`config.mk`:
```
export PLATFORM = sky130hd
export DESIGN_NAME = lvrc_top
export DESIGN_NICKNAME = d
export VERILOG_FILES = /design/src/hdl/lvrc_pkg.sv /design/src/hdl/lvrc_top.sv
export SDC_FILE = /design/constraint.sdc
export NUM_CORES = 1
export LEC_CHECK = 0
export BUFFER_PORTS_ARGS = -buffer_cell sky130_fd_sc_hd__buf_2
export CORE_AREA = 4 4 88 90
export DETAILED_ROUTE_END_ITERATION = 7
export DIE_AREA = 0 0 92 94
export PLACE_DENSITY = 0.77
export SLEW_MARGIN = 10
export SYNTH_ARGS = -nofsm -noshare
export SYNTH_HDL_FRONTEND = slang
export SYNTH_SLANG_ARGS = --single-unit
```
`constraint.sdc`:
```
create_clock -name i_ref_clk -period 3.77 [get_ports i_ref_clk]
set_input_delay 0.1885 -clock i_ref_clk [delete_from_list [all_inputs] [get_ports i_ref_clk]]
set_output_delay 0.1885 -clock i_ref_clk [all_outputs]
set_load 0.02 [all_outputs]
```
`src/hdl/lvrc_pkg.sv`:
```
package lvrc_pkg;

  // ----------------------------------------------------------------
  // register addresses
  // ----------------------------------------------------------------
  localparam logic [7:0]  ADDR_VDET_CTRL = 8'hbf;  // voltage_detect_control
  localparam logic [7:0]  ADDR_AUX_TWO   = 8'hf7;  // auxiliary_control_two
  localparam logic [7:0]  ADDR_AUX_ONE   = 8'hf8;  // auxiliary_control_one
  localparam logic [7:0]  ADDR_IRQ_FLAG  = 8'h95;  // interrupt_flag_register
  localparam logic [7:0]  ADDR_SW_CMD    = 8'h97;  // software_reset_command
  localparam logic [15:0] ADDR_CFG_HIGH  = 16'h7fff; // config_word_high

  // ----------------------------------------------------------------
  // command values, field positions, reset values
  // ----------------------------------------------------------------
  localparam logic [7:0] SW_RESET_KEY   = 8'h56;
  localparam logic [7:0] IRQ_CLEAR_KEY  = 8'h7f;
  localparam int         VDET_IE_BIT    = 7;
  localparam int         VDET_RES_BIT   = 6;
  localparam int         IRQ_FLAG_BIT   = 7;
  localparam int         AUXILIARY_CONTROL_ONE_WDCLR_BIT = 7;
  localparam int         AUXILIARY_CONTROL_ONE_URDIS_BIT = 3;
  localparam int         AUXILIARY_CONTROL_TWO_WDHI_BIT  = 7;
  localparam int         AUXILIARY_CONTROL_TWO_WDLO_BIT  = 6;
  localparam int         AUXILIARY_CONTROL_TWO_PSAV_BIT  = 5;
  localparam int         CFG_PINDIS_BIT = 6;
  localparam int         CFG_LVL_HI     = 5;
  localparam int         CFG_LVL_LO     = 3;
  localparam logic [7:0] REG_RESET      = 8'h00;
  localparam logic [3:0] VDET_SEL_RESET = 4'h0;
  localparam logic [7:0] CFG_RESET      = 8'h00;

  // ----------------------------------------------------------------
  // synchroniser bit positions
  // ----------------------------------------------------------------
  localparam int SY_PIN = 0;
  localparam int SY_SRC = 1;
  localparam int SY_LVD = 2;
  localparam int SY_LVR = 3;
  localparam int SY_POR = 4;
  localparam int SY_W   = 5;

  // ----------------------------------------------------------------
  // timing
  // ----------------------------------------------------------------
  localparam int unsigned CLK_HZ       = 10_000_000;
  localparam int unsigned POR_HOLD_MS  = 40;
  localparam int unsigned POR_HOLD_CYC = POR_HOLD_MS * (CLK_HZ / 1000);
  localparam logic [1:0]  PIN_MIN_SRC  = 2'h2;   // slow oscillator cycles
  localparam logic [3:0]  RST_PULSE    = 4'hf;   // internal reset stretch

  // ----------------------------------------------------------------
  // types
  // ----------------------------------------------------------------
  typedef enum logic [2:0] {PM_FAST, PM_SLOW, PM_IDLE, PM_HALT, PM_STOP} lvrc_pmode_e;
  typedef enum logic [1:0] {LM_OFF, LM_POR, LM_THRESH} lvrc_lvr_e;
  typedef enum logic [1:0] {ST_HOLD, ST_LOAD, ST_RUN} lvrc_state_e;

  typedef struct packed {
    logic [7:0] addr;
    logic       wr;
    logic [7:0] wdata;
  } lvrc_sfr_s;

endpackage

```
`src/hdl/lvrc_top.sv`:
```
`timescale 1ns/1ps
`default_nettype none
module lvrc_top
  import lvrc_pkg::*;
#(
  parameter int unsigned P_POR_HOLD_CYC = POR_HOLD_CYC
) (
  input  wire logic        i_ref_clk,
  input  wire logic        i_nrst,
  input  wire lvrc_sfr_s   i_sfr,
  output logic [7:0]       o_sfr_rdata,
  input  wire lvrc_pmode_e i_power_mode,
  input  wire logic        i_ext_irq_en,
  input  wire logic        i_wdt_overflow,
  input  wire logic        i_pin_reset_n,
  input  wire logic        i_slow_osc,
  input  wire logic        i_lvr_below,
  input  wire logic        i_por_below,
  input  wire logic        i_lvd_below,
  input  wire logic        i_cfg_valid,
  input  wire logic [7:0]  i_cfg_data,
  output logic             o_cfg_req,
  output logic [15:0]      o_cfg_addr,
  output logic [2:0]       o_lvr_level,
  output var lvrc_lvr_e    o_lvr_mode,
  output logic [3:0]       o_lvd_level,
  output logic             o_lvd_irq,
  output logic             o_wdt_clear,
  output logic             o_chip_rst_n
);

  // ----------------------------------------------------------------
  // input synchronisers
  // ----------------------------------------------------------------
  logic [SY_W-1:0] sync1_q, sync2_q;
  logic [SY_W-1:0] sync1_d, sync2_d;

  // comparators, pin and slow oscillator are all asynchronous here
  always_comb begin
    sync1_d = {i_por_below, i_lvr_below, i_lvd_below, i_slow_osc, i_pin_reset_n};
    sync2_d = sync1_q;
  end

  always_ff @(posedge i_ref_clk or negedge i_nrst) begin
    if (!i_nrst) begin
      sync1_q <= 5'h01;
      sync2_q <= 5'h01;
    end else begin
      sync1_q <= sync1_d;
      sync2_q <= sync2_d;
    end
  end

  // ----------------------------------------------------------------
  // main state
  // ----------------------------------------------------------------
  lvrc_state_e state_q, state_d;
  logic [19:0] por_cnt_q, por_cnt_d;
  logic [7:0]  cfg_q, cfg_d;
  logic        cfg_req_q, cfg_req_d;
  logic [3:0]  pulse_q, pulse_d;
  logic        chip_rst_n_q, chip_rst_n_d;
  logic        vdet_ie_q, vdet_ie_d;
  logic [3:0]  vdet_sel_q, vdet_sel_d;
  logic [7:0]  auxiliary_control_one_q, auxiliary_control_one_d;
  logic [7:0]  auxiliary_control_two_q, auxiliary_control_two_d;
  logic        flag_q, flag_d;
  logic        irq_q, irq_d;
  logic [7:0]  rdata_q, rdata_d;
  lvrc_lvr_e   lvr_mode_q, lvr_mode_d;
  logic        src_prev_q, src_prev_d;
  logic        lvd_prev_q, lvd_prev_d;
  logic [1:0]  pin_cnt_q, pin_cnt_d;

  logic run, wr_ok, awake, sw_evt, pin_evt, wdt_evt, lvr_evt, rst_evt, lvd_rise, src_rise;

  // reset sources and undervolt reset mode selection
  always_comb begin
    run      = (state_q == ST_RUN);
    awake    = (i_power_mode == PM_FAST) || (i_power_mode == PM_SLOW);
    src_rise = sync2_q[SY_SRC] && !src_prev_q;
    lvd_rise = sync2_q[SY_LVD] && !lvd_prev_q;
    sw_evt   = run && i_sfr.wr && (i_sfr.addr == ADDR_SW_CMD)
               && (i_sfr.wdata == SW_RESET_KEY);
    pin_evt  = run && !sync2_q[SY_PIN] && (pin_cnt_q == PIN_MIN_SRC)
               && !cfg_q[CFG_PINDIS_BIT];
    wdt_evt  = run && i_wdt_overflow && auxiliary_control_two_q[AUXILIARY_CONTROL_TWO_WDHI_BIT]
               && (auxiliary_control_two_q[AUXILIARY_CONTROL_TWO_WDLO_BIT] || awake);
    if (auxiliary_control_one_q[AUXILIARY_CONTROL_ONE_URDIS_BIT]) begin
      lvr_mode_d = (awake || i_power_mode == PM_IDLE) ? LM_POR : LM_OFF;
    end else if (awake || !auxiliary_control_two_q[AUXILIARY_CONTROL_TWO_PSAV_BIT]) begin
      lvr_mode_d = LM_THRESH;
    end else begin
      lvr_mode_d = (i_power_mode == PM_IDLE) ? LM_POR : LM_OFF;
    end
    lvr_evt  = run && (((lvr_mode_d == LM_THRESH) && sync2_q[SY_LVR])
               || ((lvr_mode_d == LM_POR) && sync2_q[SY_POR]));
    rst_evt  = sw_evt || pin_evt || wdt_evt || lvr_evt;
    wr_ok    = run && i_sfr.wr && !rst_evt;
  end

  // next values for sequencing, registers and read data
  always_comb begin
    state_d    = state_q;
    por_cnt_d  = por_cnt_q;
    cfg_d      = cfg_q;
    cfg_req_d  = 1'b0;
    src_prev_d = sync2_q[SY_SRC];
    lvd_prev_d = sync2_q[SY_LVD];
    // power-on hold, then one config fetch before release
    case (state_q)
      ST_HOLD: begin
        por_cnt_d = por_cnt_q + 20'h1;
        if (por_cnt_q == 20'(P_POR_HOLD_CYC - 1)) begin
          state_d   = ST_LOAD;
          cfg_req_d = 1'b1;
        end
      end
      ST_LOAD: begin
        cfg_req_d = !i_cfg_valid;
        if (i_cfg_valid) begin
          cfg_d   = i_cfg_data;
          state_d = ST_RUN;
        end
      end
      ST_RUN:  state_d = ST_RUN;
      default: state_d = ST_HOLD;
    endcase
    // count rising slow edges while the pin is low; any high restarts the count
    if (sync2_q[SY_PIN]) begin
      pin_cnt_d = 2'h0;
    end else if (src_rise && pin_cnt_q != PIN_MIN_SRC) begin
      pin_cnt_d = pin_cnt_q + 2'h1;
    end else begin
      pin_cnt_d = pin_cnt_q;
    end
    // stretch so a one-cycle software or watchdog event still resets the chip
    if (rst_evt) begin
      pulse_d = RST_PULSE;
    end else if (pulse_q != 4'h0) begin
      pulse_d = pulse_q - 4'h1;
    end else begin
      pulse_d = pulse_q;
    end
    chip_rst_n_d = run && !rst_evt && (pulse_q == 4'h0);
    // registers: watchdog clear bit self-clears after one cycle
    vdet_ie_d  = vdet_ie_q;
    vdet_sel_d = vdet_sel_q;
    auxiliary_control_one_d     = auxiliary_control_one_q;
    auxiliary_control_one_d[AUXILIARY_CONTROL_ONE_WDCLR_BIT] = 1'b0;
    auxiliary_control_two_d     = auxiliary_control_two_q;
    flag_d     = flag_q;
    if (wr_ok) begin
      case (i_sfr.addr)
        ADDR_VDET_CTRL: begin
          vdet_ie_d  = i_sfr.wdata[VDET_IE_BIT];
          vdet_sel_d = i_sfr.wdata[3:0];
        end
        ADDR_AUX_ONE:  auxiliary_control_one_d = i_sfr.wdata;
        ADDR_AUX_TWO:  auxiliary_control_two_d = i_sfr.wdata;
        ADDR_IRQ_FLAG: flag_d = (i_sfr.wdata == IRQ_CLEAR_KEY) ? 1'b0 : flag_q;
        default:       flag_d = flag_q;
      endcase
    end
    if (lvd_rise) begin
      flag_d = 1'b1;
    end
    // every SFR register back to default on any internal reset; cfg_q keeps its value
    if (rst_evt) begin
      vdet_ie_d  = 1'b0;
      vdet_sel_d = VDET_SEL_RESET;
      auxiliary_control_one_d     = REG_RESET;
      auxiliary_control_two_d     = REG_RESET;
      flag_d     = 1'b0;
    end
    irq_d = flag_q && vdet_ie_q && i_ext_irq_en;
    case (i_sfr.addr)
      ADDR_VDET_CTRL: rdata_d = {vdet_ie_q, sync2_q[SY_LVD], 2'h0, vdet_sel_q};
      ADDR_AUX_ONE:   rdata_d = auxiliary_control_one_q;
      ADDR_AUX_TWO:   rdata_d = auxiliary_control_two_q;
      ADDR_IRQ_FLAG:  rdata_d = {flag_q, 7'h00};
      default:        rdata_d = 8'h00;
    endcase
  end

  // power-on reset is the asynchronous reset itself
  always_ff @(posedge i_ref_clk or negedge i_nrst) begin
    if (!i_nrst) begin
      state_q      <= ST_HOLD;
      por_cnt_q    <= 20'h0;
      cfg_q        <= CFG_RESET;
      cfg_req_q    <= 1'b0;
      pulse_q      <= 4'h0;
      chip_rst_n_q <= 1'b0;
      vdet_ie_q    <= 1'b0;
      vdet_sel_q   <= VDET_SEL_RESET;
      auxiliary_control_one_q       <= REG_RESET;
      auxiliary_control_two_q       <= REG_RESET;
      flag_q       <= 1'b0;
      irq_q        <= 1'b0;
      rdata_q      <= 8'h00;
      lvr_mode_q   <= LM_THRESH;
      src_prev_q   <= 1'b0;
      lvd_prev_q   <= 1'b0;
      pin_cnt_q    <= 2'h0;
    end else begin
      state_q      <= state_d;
      por_cnt_q    <= por_cnt_d;
      cfg_q        <= cfg_d;
      cfg_req_q    <= cfg_req_d;
      pulse_q      <= pulse_d;
      chip_rst_n_q <= chip_rst_n_d;
      vdet_ie_q    <= vdet_ie_d;
      vdet_sel_q   <= vdet_sel_d;
      auxiliary_control_one_q       <= auxiliary_control_one_d;
      auxiliary_control_two_q       <= auxiliary_control_two_d;
      flag_q       <= flag_d;
      irq_q        <= irq_d;
      rdata_q      <= rdata_d;
      lvr_mode_q   <= lvr_mode_d;
      src_prev_q   <= src_prev_d;
      lvd_prev_q   <= lvd_prev_d;
      pin_cnt_q    <= pin_cnt_d;
    end
  end

  // outputs straight from flops except the constant o_cfg_addr; the analog trims read the stored codes
  assign o_sfr_rdata  = rdata_q;
  assign o_cfg_req    = cfg_req_q;
  assign o_cfg_addr   = ADDR_CFG_HIGH;
  assign o_lvr_level  = cfg_q[CFG_LVL_HI:CFG_LVL_LO];
  assign o_lvr_mode   = lvr_mode_q;
  assign o_lvd_level  = vdet_sel_q;
  assign o_lvd_irq    = irq_q;
  assign o_wdt_clear  = auxiliary_control_one_q[AUXILIARY_CONTROL_ONE_WDCLR_BIT];
  assign o_chip_rst_n = chip_rst_n_q;
endmodule
`default_nettype wire

```
==> flow_metrics.tcl <==
set metrics [dict create \
    status "finished with violations" \
    failing_checks "hold timing" \
    cell_count_after_synthesis 310 \
    grt_first_pass_wirelength_mm 12.2 \
    place_congestion 0.772 \
    syn_avg_cell_area_sq_um 11.9 \
    rsz0062_at_grt "false" \
    postCtsResizedCells 0 \
    synth_async_sr_flop_share 1.00 \
    clockBufferDepth 2 \
    cts_tree "yes" \
    pin_count_of_the_biggest_net_entering_global_routing 80 \
    timing.max_cap.violations 0 \
    synth-edff-count 0 \
    fp.dieW_um 92 \
    yosys_register_bits 79 \
    reg2reg_depth 6 \
    hold_viol 9 \
    timing.hold.worst.class "input pin to asynchronous set/reset pin" \
    clock_latency_ns 0.35 \
    area.growth.synth_to_final_pct 14.8 \
    sort_of_element_at_the_start_of_the_critical_path "register" \
    finalSetupViolations 0 \
    timing_max_transition_violations_final 0 \
    relSlewSlack 0.187 \
    nets 416 \
    clk_pin_slew_ns 0.08 \
    timing.final.crit_share 0.599 \
    clock_h_tree_levels 3 \
    route.detailed.wl_per_inst_um 14.9 \
    worst_r2r_endpoint "por_cnt_q[15]" \
    clk_root_buffer_cell "sky130_fd_sc_hd__clkbuf_8" \
    setup_total_negative_slack_ns 0 \
    mostFrequentLayoutCells "sky130_fd_sc_hd__dfrtp_1, sky130_fd_sc_hd__buf_2, sky130_fd_sc_hd__nand2_1" \
    placement.io_buffers 54 \
    critical_path_class "register to register" \
    timing.critical_path.fanout_max 10 \
    cts.sink_count 79 \
    dieHeight_um 94 \
    ir_drop_mv 0.232 \
    route.antenna.remaining_nets 0 \
    synth_flop_cell "sky130_fd_sc_hd__dfrtp_1" \
    grt.overflow.total 0 \
    ios 75 \
    antennaDiodeCount 0 \
    number_of_buffers_added_by_the_clock_tree_synthesis_step 9 \
    layout_commonest_cell "sky130_fd_sc_hd__dfrtp_1" \
    placement.cell_area_sq_um 3980 \
    number_of_design_rule_violations_left_by_the_first_detailed_router_iteration 174 \
    pleak_nw 2.08 \
    dp.cells 454 \
    fill_cells 587 \
    die_area_sq_um 8650 \
    post-cts-setup-buffers 0 \
    worst_pin_slew_ns 1.21 \
    initial_core_util 0.524 \
    timing.critical_path.to_type "register" \
    synth_area_sq_um 3700 \
    antenna_found_initial 0 \
    power.density_cell_area_nw_per_um2 390 \
    ys_warn_count 0 \
    drt-total-wl_mm 7.09 \
    grt_pass1_vias 2513 \
    core_box_area_sq_um 7060 \
    dr_total_vias 2525 \
    layout-drive-gt1-share 0.274 \
    rows 31 \
    layout_min_cycle_time_ns 2.26 \
    worst_reg2reg_path_startpoint "state_q[0]" \
    register_to_register_setup_slack_ns 1.51 \
    first_pass_iters 4 \
    finish.instance_area_sq_um 4250 \
    critPathArrivalTime_ns 2.49 \
    worst_ep_required_time_ns 4.00 \
    timing.clock.skew_ns 0.0131 \
    groute.usage.overall 0.180 \
    place_hpwl_mm 4.94 \
    ys_seq_area_frac 0.535 \
    vias_per_cell 5.32 \
    hold_ws_ns -0.0105 \
    distinct_cell_type_count_of_the_synthesized_netlist 53 \
    timing.fmax_ghz 0.443 \
    final-instance-count-excl-fill 475 \
    route.detailed.drc 0 \
]
[Yosys cell counts, types with 3 or more instances]
| library cell | instances | area, sq um |
|---|---|---|
| sky130_fd_sc_hd__a21oi_1 | 4 | 20.0 |
| sky130_fd_sc_hd__a22oi_1 | 7 | 52.6 |
| sky130_fd_sc_hd__buf_2 | 3 | 15.0 |
| sky130_fd_sc_hd__buf_4 | 20 | 150 |
| sky130_fd_sc_hd__dfrtp_1 | 76 | 1900 |
| sky130_fd_sc_hd__dfstp_2 | 3 | 78.8 |
| sky130_fd_sc_hd__ha_1 | 7 | 87.6 |
| sky130_fd_sc_hd__inv_1 | 10 | 37.5 |
| sky130_fd_sc_hd__mux2_2 | 5 | 56.3 |
| sky130_fd_sc_hd__mux2i_1 | 21 | 210 |
| sky130_fd_sc_hd__nand2_1 | 22 | 82.6 |
| sky130_fd_sc_hd__nand3_1 | 9 | 45.0 |
| sky130_fd_sc_hd__nand3b_1 | 3 | 22.5 |
| sky130_fd_sc_hd__nand4_1 | 7 | 43.8 |
| sky130_fd_sc_hd__nor2_1 | 10 | 37.5 |
| sky130_fd_sc_hd__nor2b_1 | 4 | 25.0 |
| sky130_fd_sc_hd__nor3_1 | 16 | 80.1 |
| sky130_fd_sc_hd__nor3_2 | 12 | 120 |
| sky130_fd_sc_hd__nor4_1 | 4 | 25.0 |
| sky130_fd_sc_hd__or3_1 | 4 | 25.0 |
| sky130_fd_sc_hd__xnor2_1 | 15 | 131 |
| sky130_fd_sc_hd__xor2_1 | 6 | 52.6 |
[per-stage QoR]
step | util | hold WS [ns] | total power [mW] | setup WS [ns]
3_5_place_dp | 0.563 | 0.295 | 0.977 | 1.53
6_report | 0.602 | -0.0105 | 1.66 | 1.51
4_1_cts | 0.602 | 0.0340 | 1.67 | 1.52
3_3_place_gp | 0.563 | 0.295 | 0.974 | 1.61
5_1_grt | 0.602 | 0.0631 | 1.73 | 1.31
2_1_floorplan | - | -0.107 | 0.940 | 1.84
[worst max-delay path: stages, from the launching register on]
cell and delay [ns]:
sky130_fd_sc_hd__dfrtp_1 0.40, sky130_fd_sc_hd__inv_1 0.09, sky130_fd_sc_hd__ha_1 0.39, sky130_fd_sc_hd__nand4_1 0.28, sky130_fd_sc_hd__nor4_1 0.64, sky130_fd_sc_hd__nand3_1 0.18, sky130_fd_sc_hd__xnor2_1 0.16
[metal layers]
metal / part of all wire / GRT usage / up-vias / wire [um]
met2: 0.48 / 0.279 / 69 / 3430
met3: 0.050 / 0.0369 / 15 / 358
li1: - / - / 1201 / -
met5: 0 / 0 / - / 0
met1: 0.45 / 0.247 / 1240 / 3180
met4: 0.016 / 0.0804 / 0 / 116
[power breakdown]
| group | total (mW) | switching, mW | internal (mW) |
|---|---|---|---|
| Sequential | 0.865 | 0.00587 | 0.859 |
| Clock | 0.695 | 0.304 | 0.391 |
| Combinational | 0.0977 | 0.0663 | 0.0314 |
[cell type report]
cell class,instances,area (sq um),area share
flip-flops and latches,79,1980,0.466
multi-input cells,210,1550,0.364
repair buffers,61,338,0.0795
clock buffers,11,141,0.0333
well taps,99,124,0.0292
clock inverters,5,81.3,0.0191
inverters,10,37.5,0.00883
[how the worst max path moves through the flow]
stage | cells past startpoint | to | startpoint | slack, ns
after floorplan | 7 | auxiliary_control_one_q[6] | state_q[0] | 1.84
after global placement | 6 | por_cnt_q[15] | state_q[1] | 1.61
after detailed placement | 6 | por_cnt_q[15] | state_q[1] | 1.53
after CTS | 6 | por_cnt_q[15] | state_q[0] | 1.52
after global routing | 6 | por_cnt_q[15] | state_q[1] | 1.31
final | 6 | por_cnt_q[15] | state_q[0] | 1.51
[state kept, by name (all words and copies together) (netlist names), 2 cells and up]
name                     flops
por_cnt_q                   20
auxiliary_control_one_q      8
auxiliary_control_two_q      8
o_sfr_rdata                  8
sync1_q                      5
sync2_q                      5
cfg_q                        4
o_lvd_level                  4
pulse_q                      4
o_lvr_mode                   2
pin_cnt_q                    2
state_q                      2
[cells by family after synthesis]
group | after synthesis | synth area share
fa+ha+maj | 7 | 0.0237
xor+xnor | 21 | 0.0497
mux | 26 | 0.0720
compound gates | 24 | 0.0517
flops | 79 | 0.535
other cells | 2 | 0.00203
buf+inv | 35 | 0.0609
simple gates | 116 | 0.205
[timing repair]
item / in CTS / in global routing
endpoints found under the setup margin: 0 / 0
hold buffers: 5 / 0
endpoints found under the hold margin: 5 / 0
Note: power is estimated with default switching activity, not from simulation.
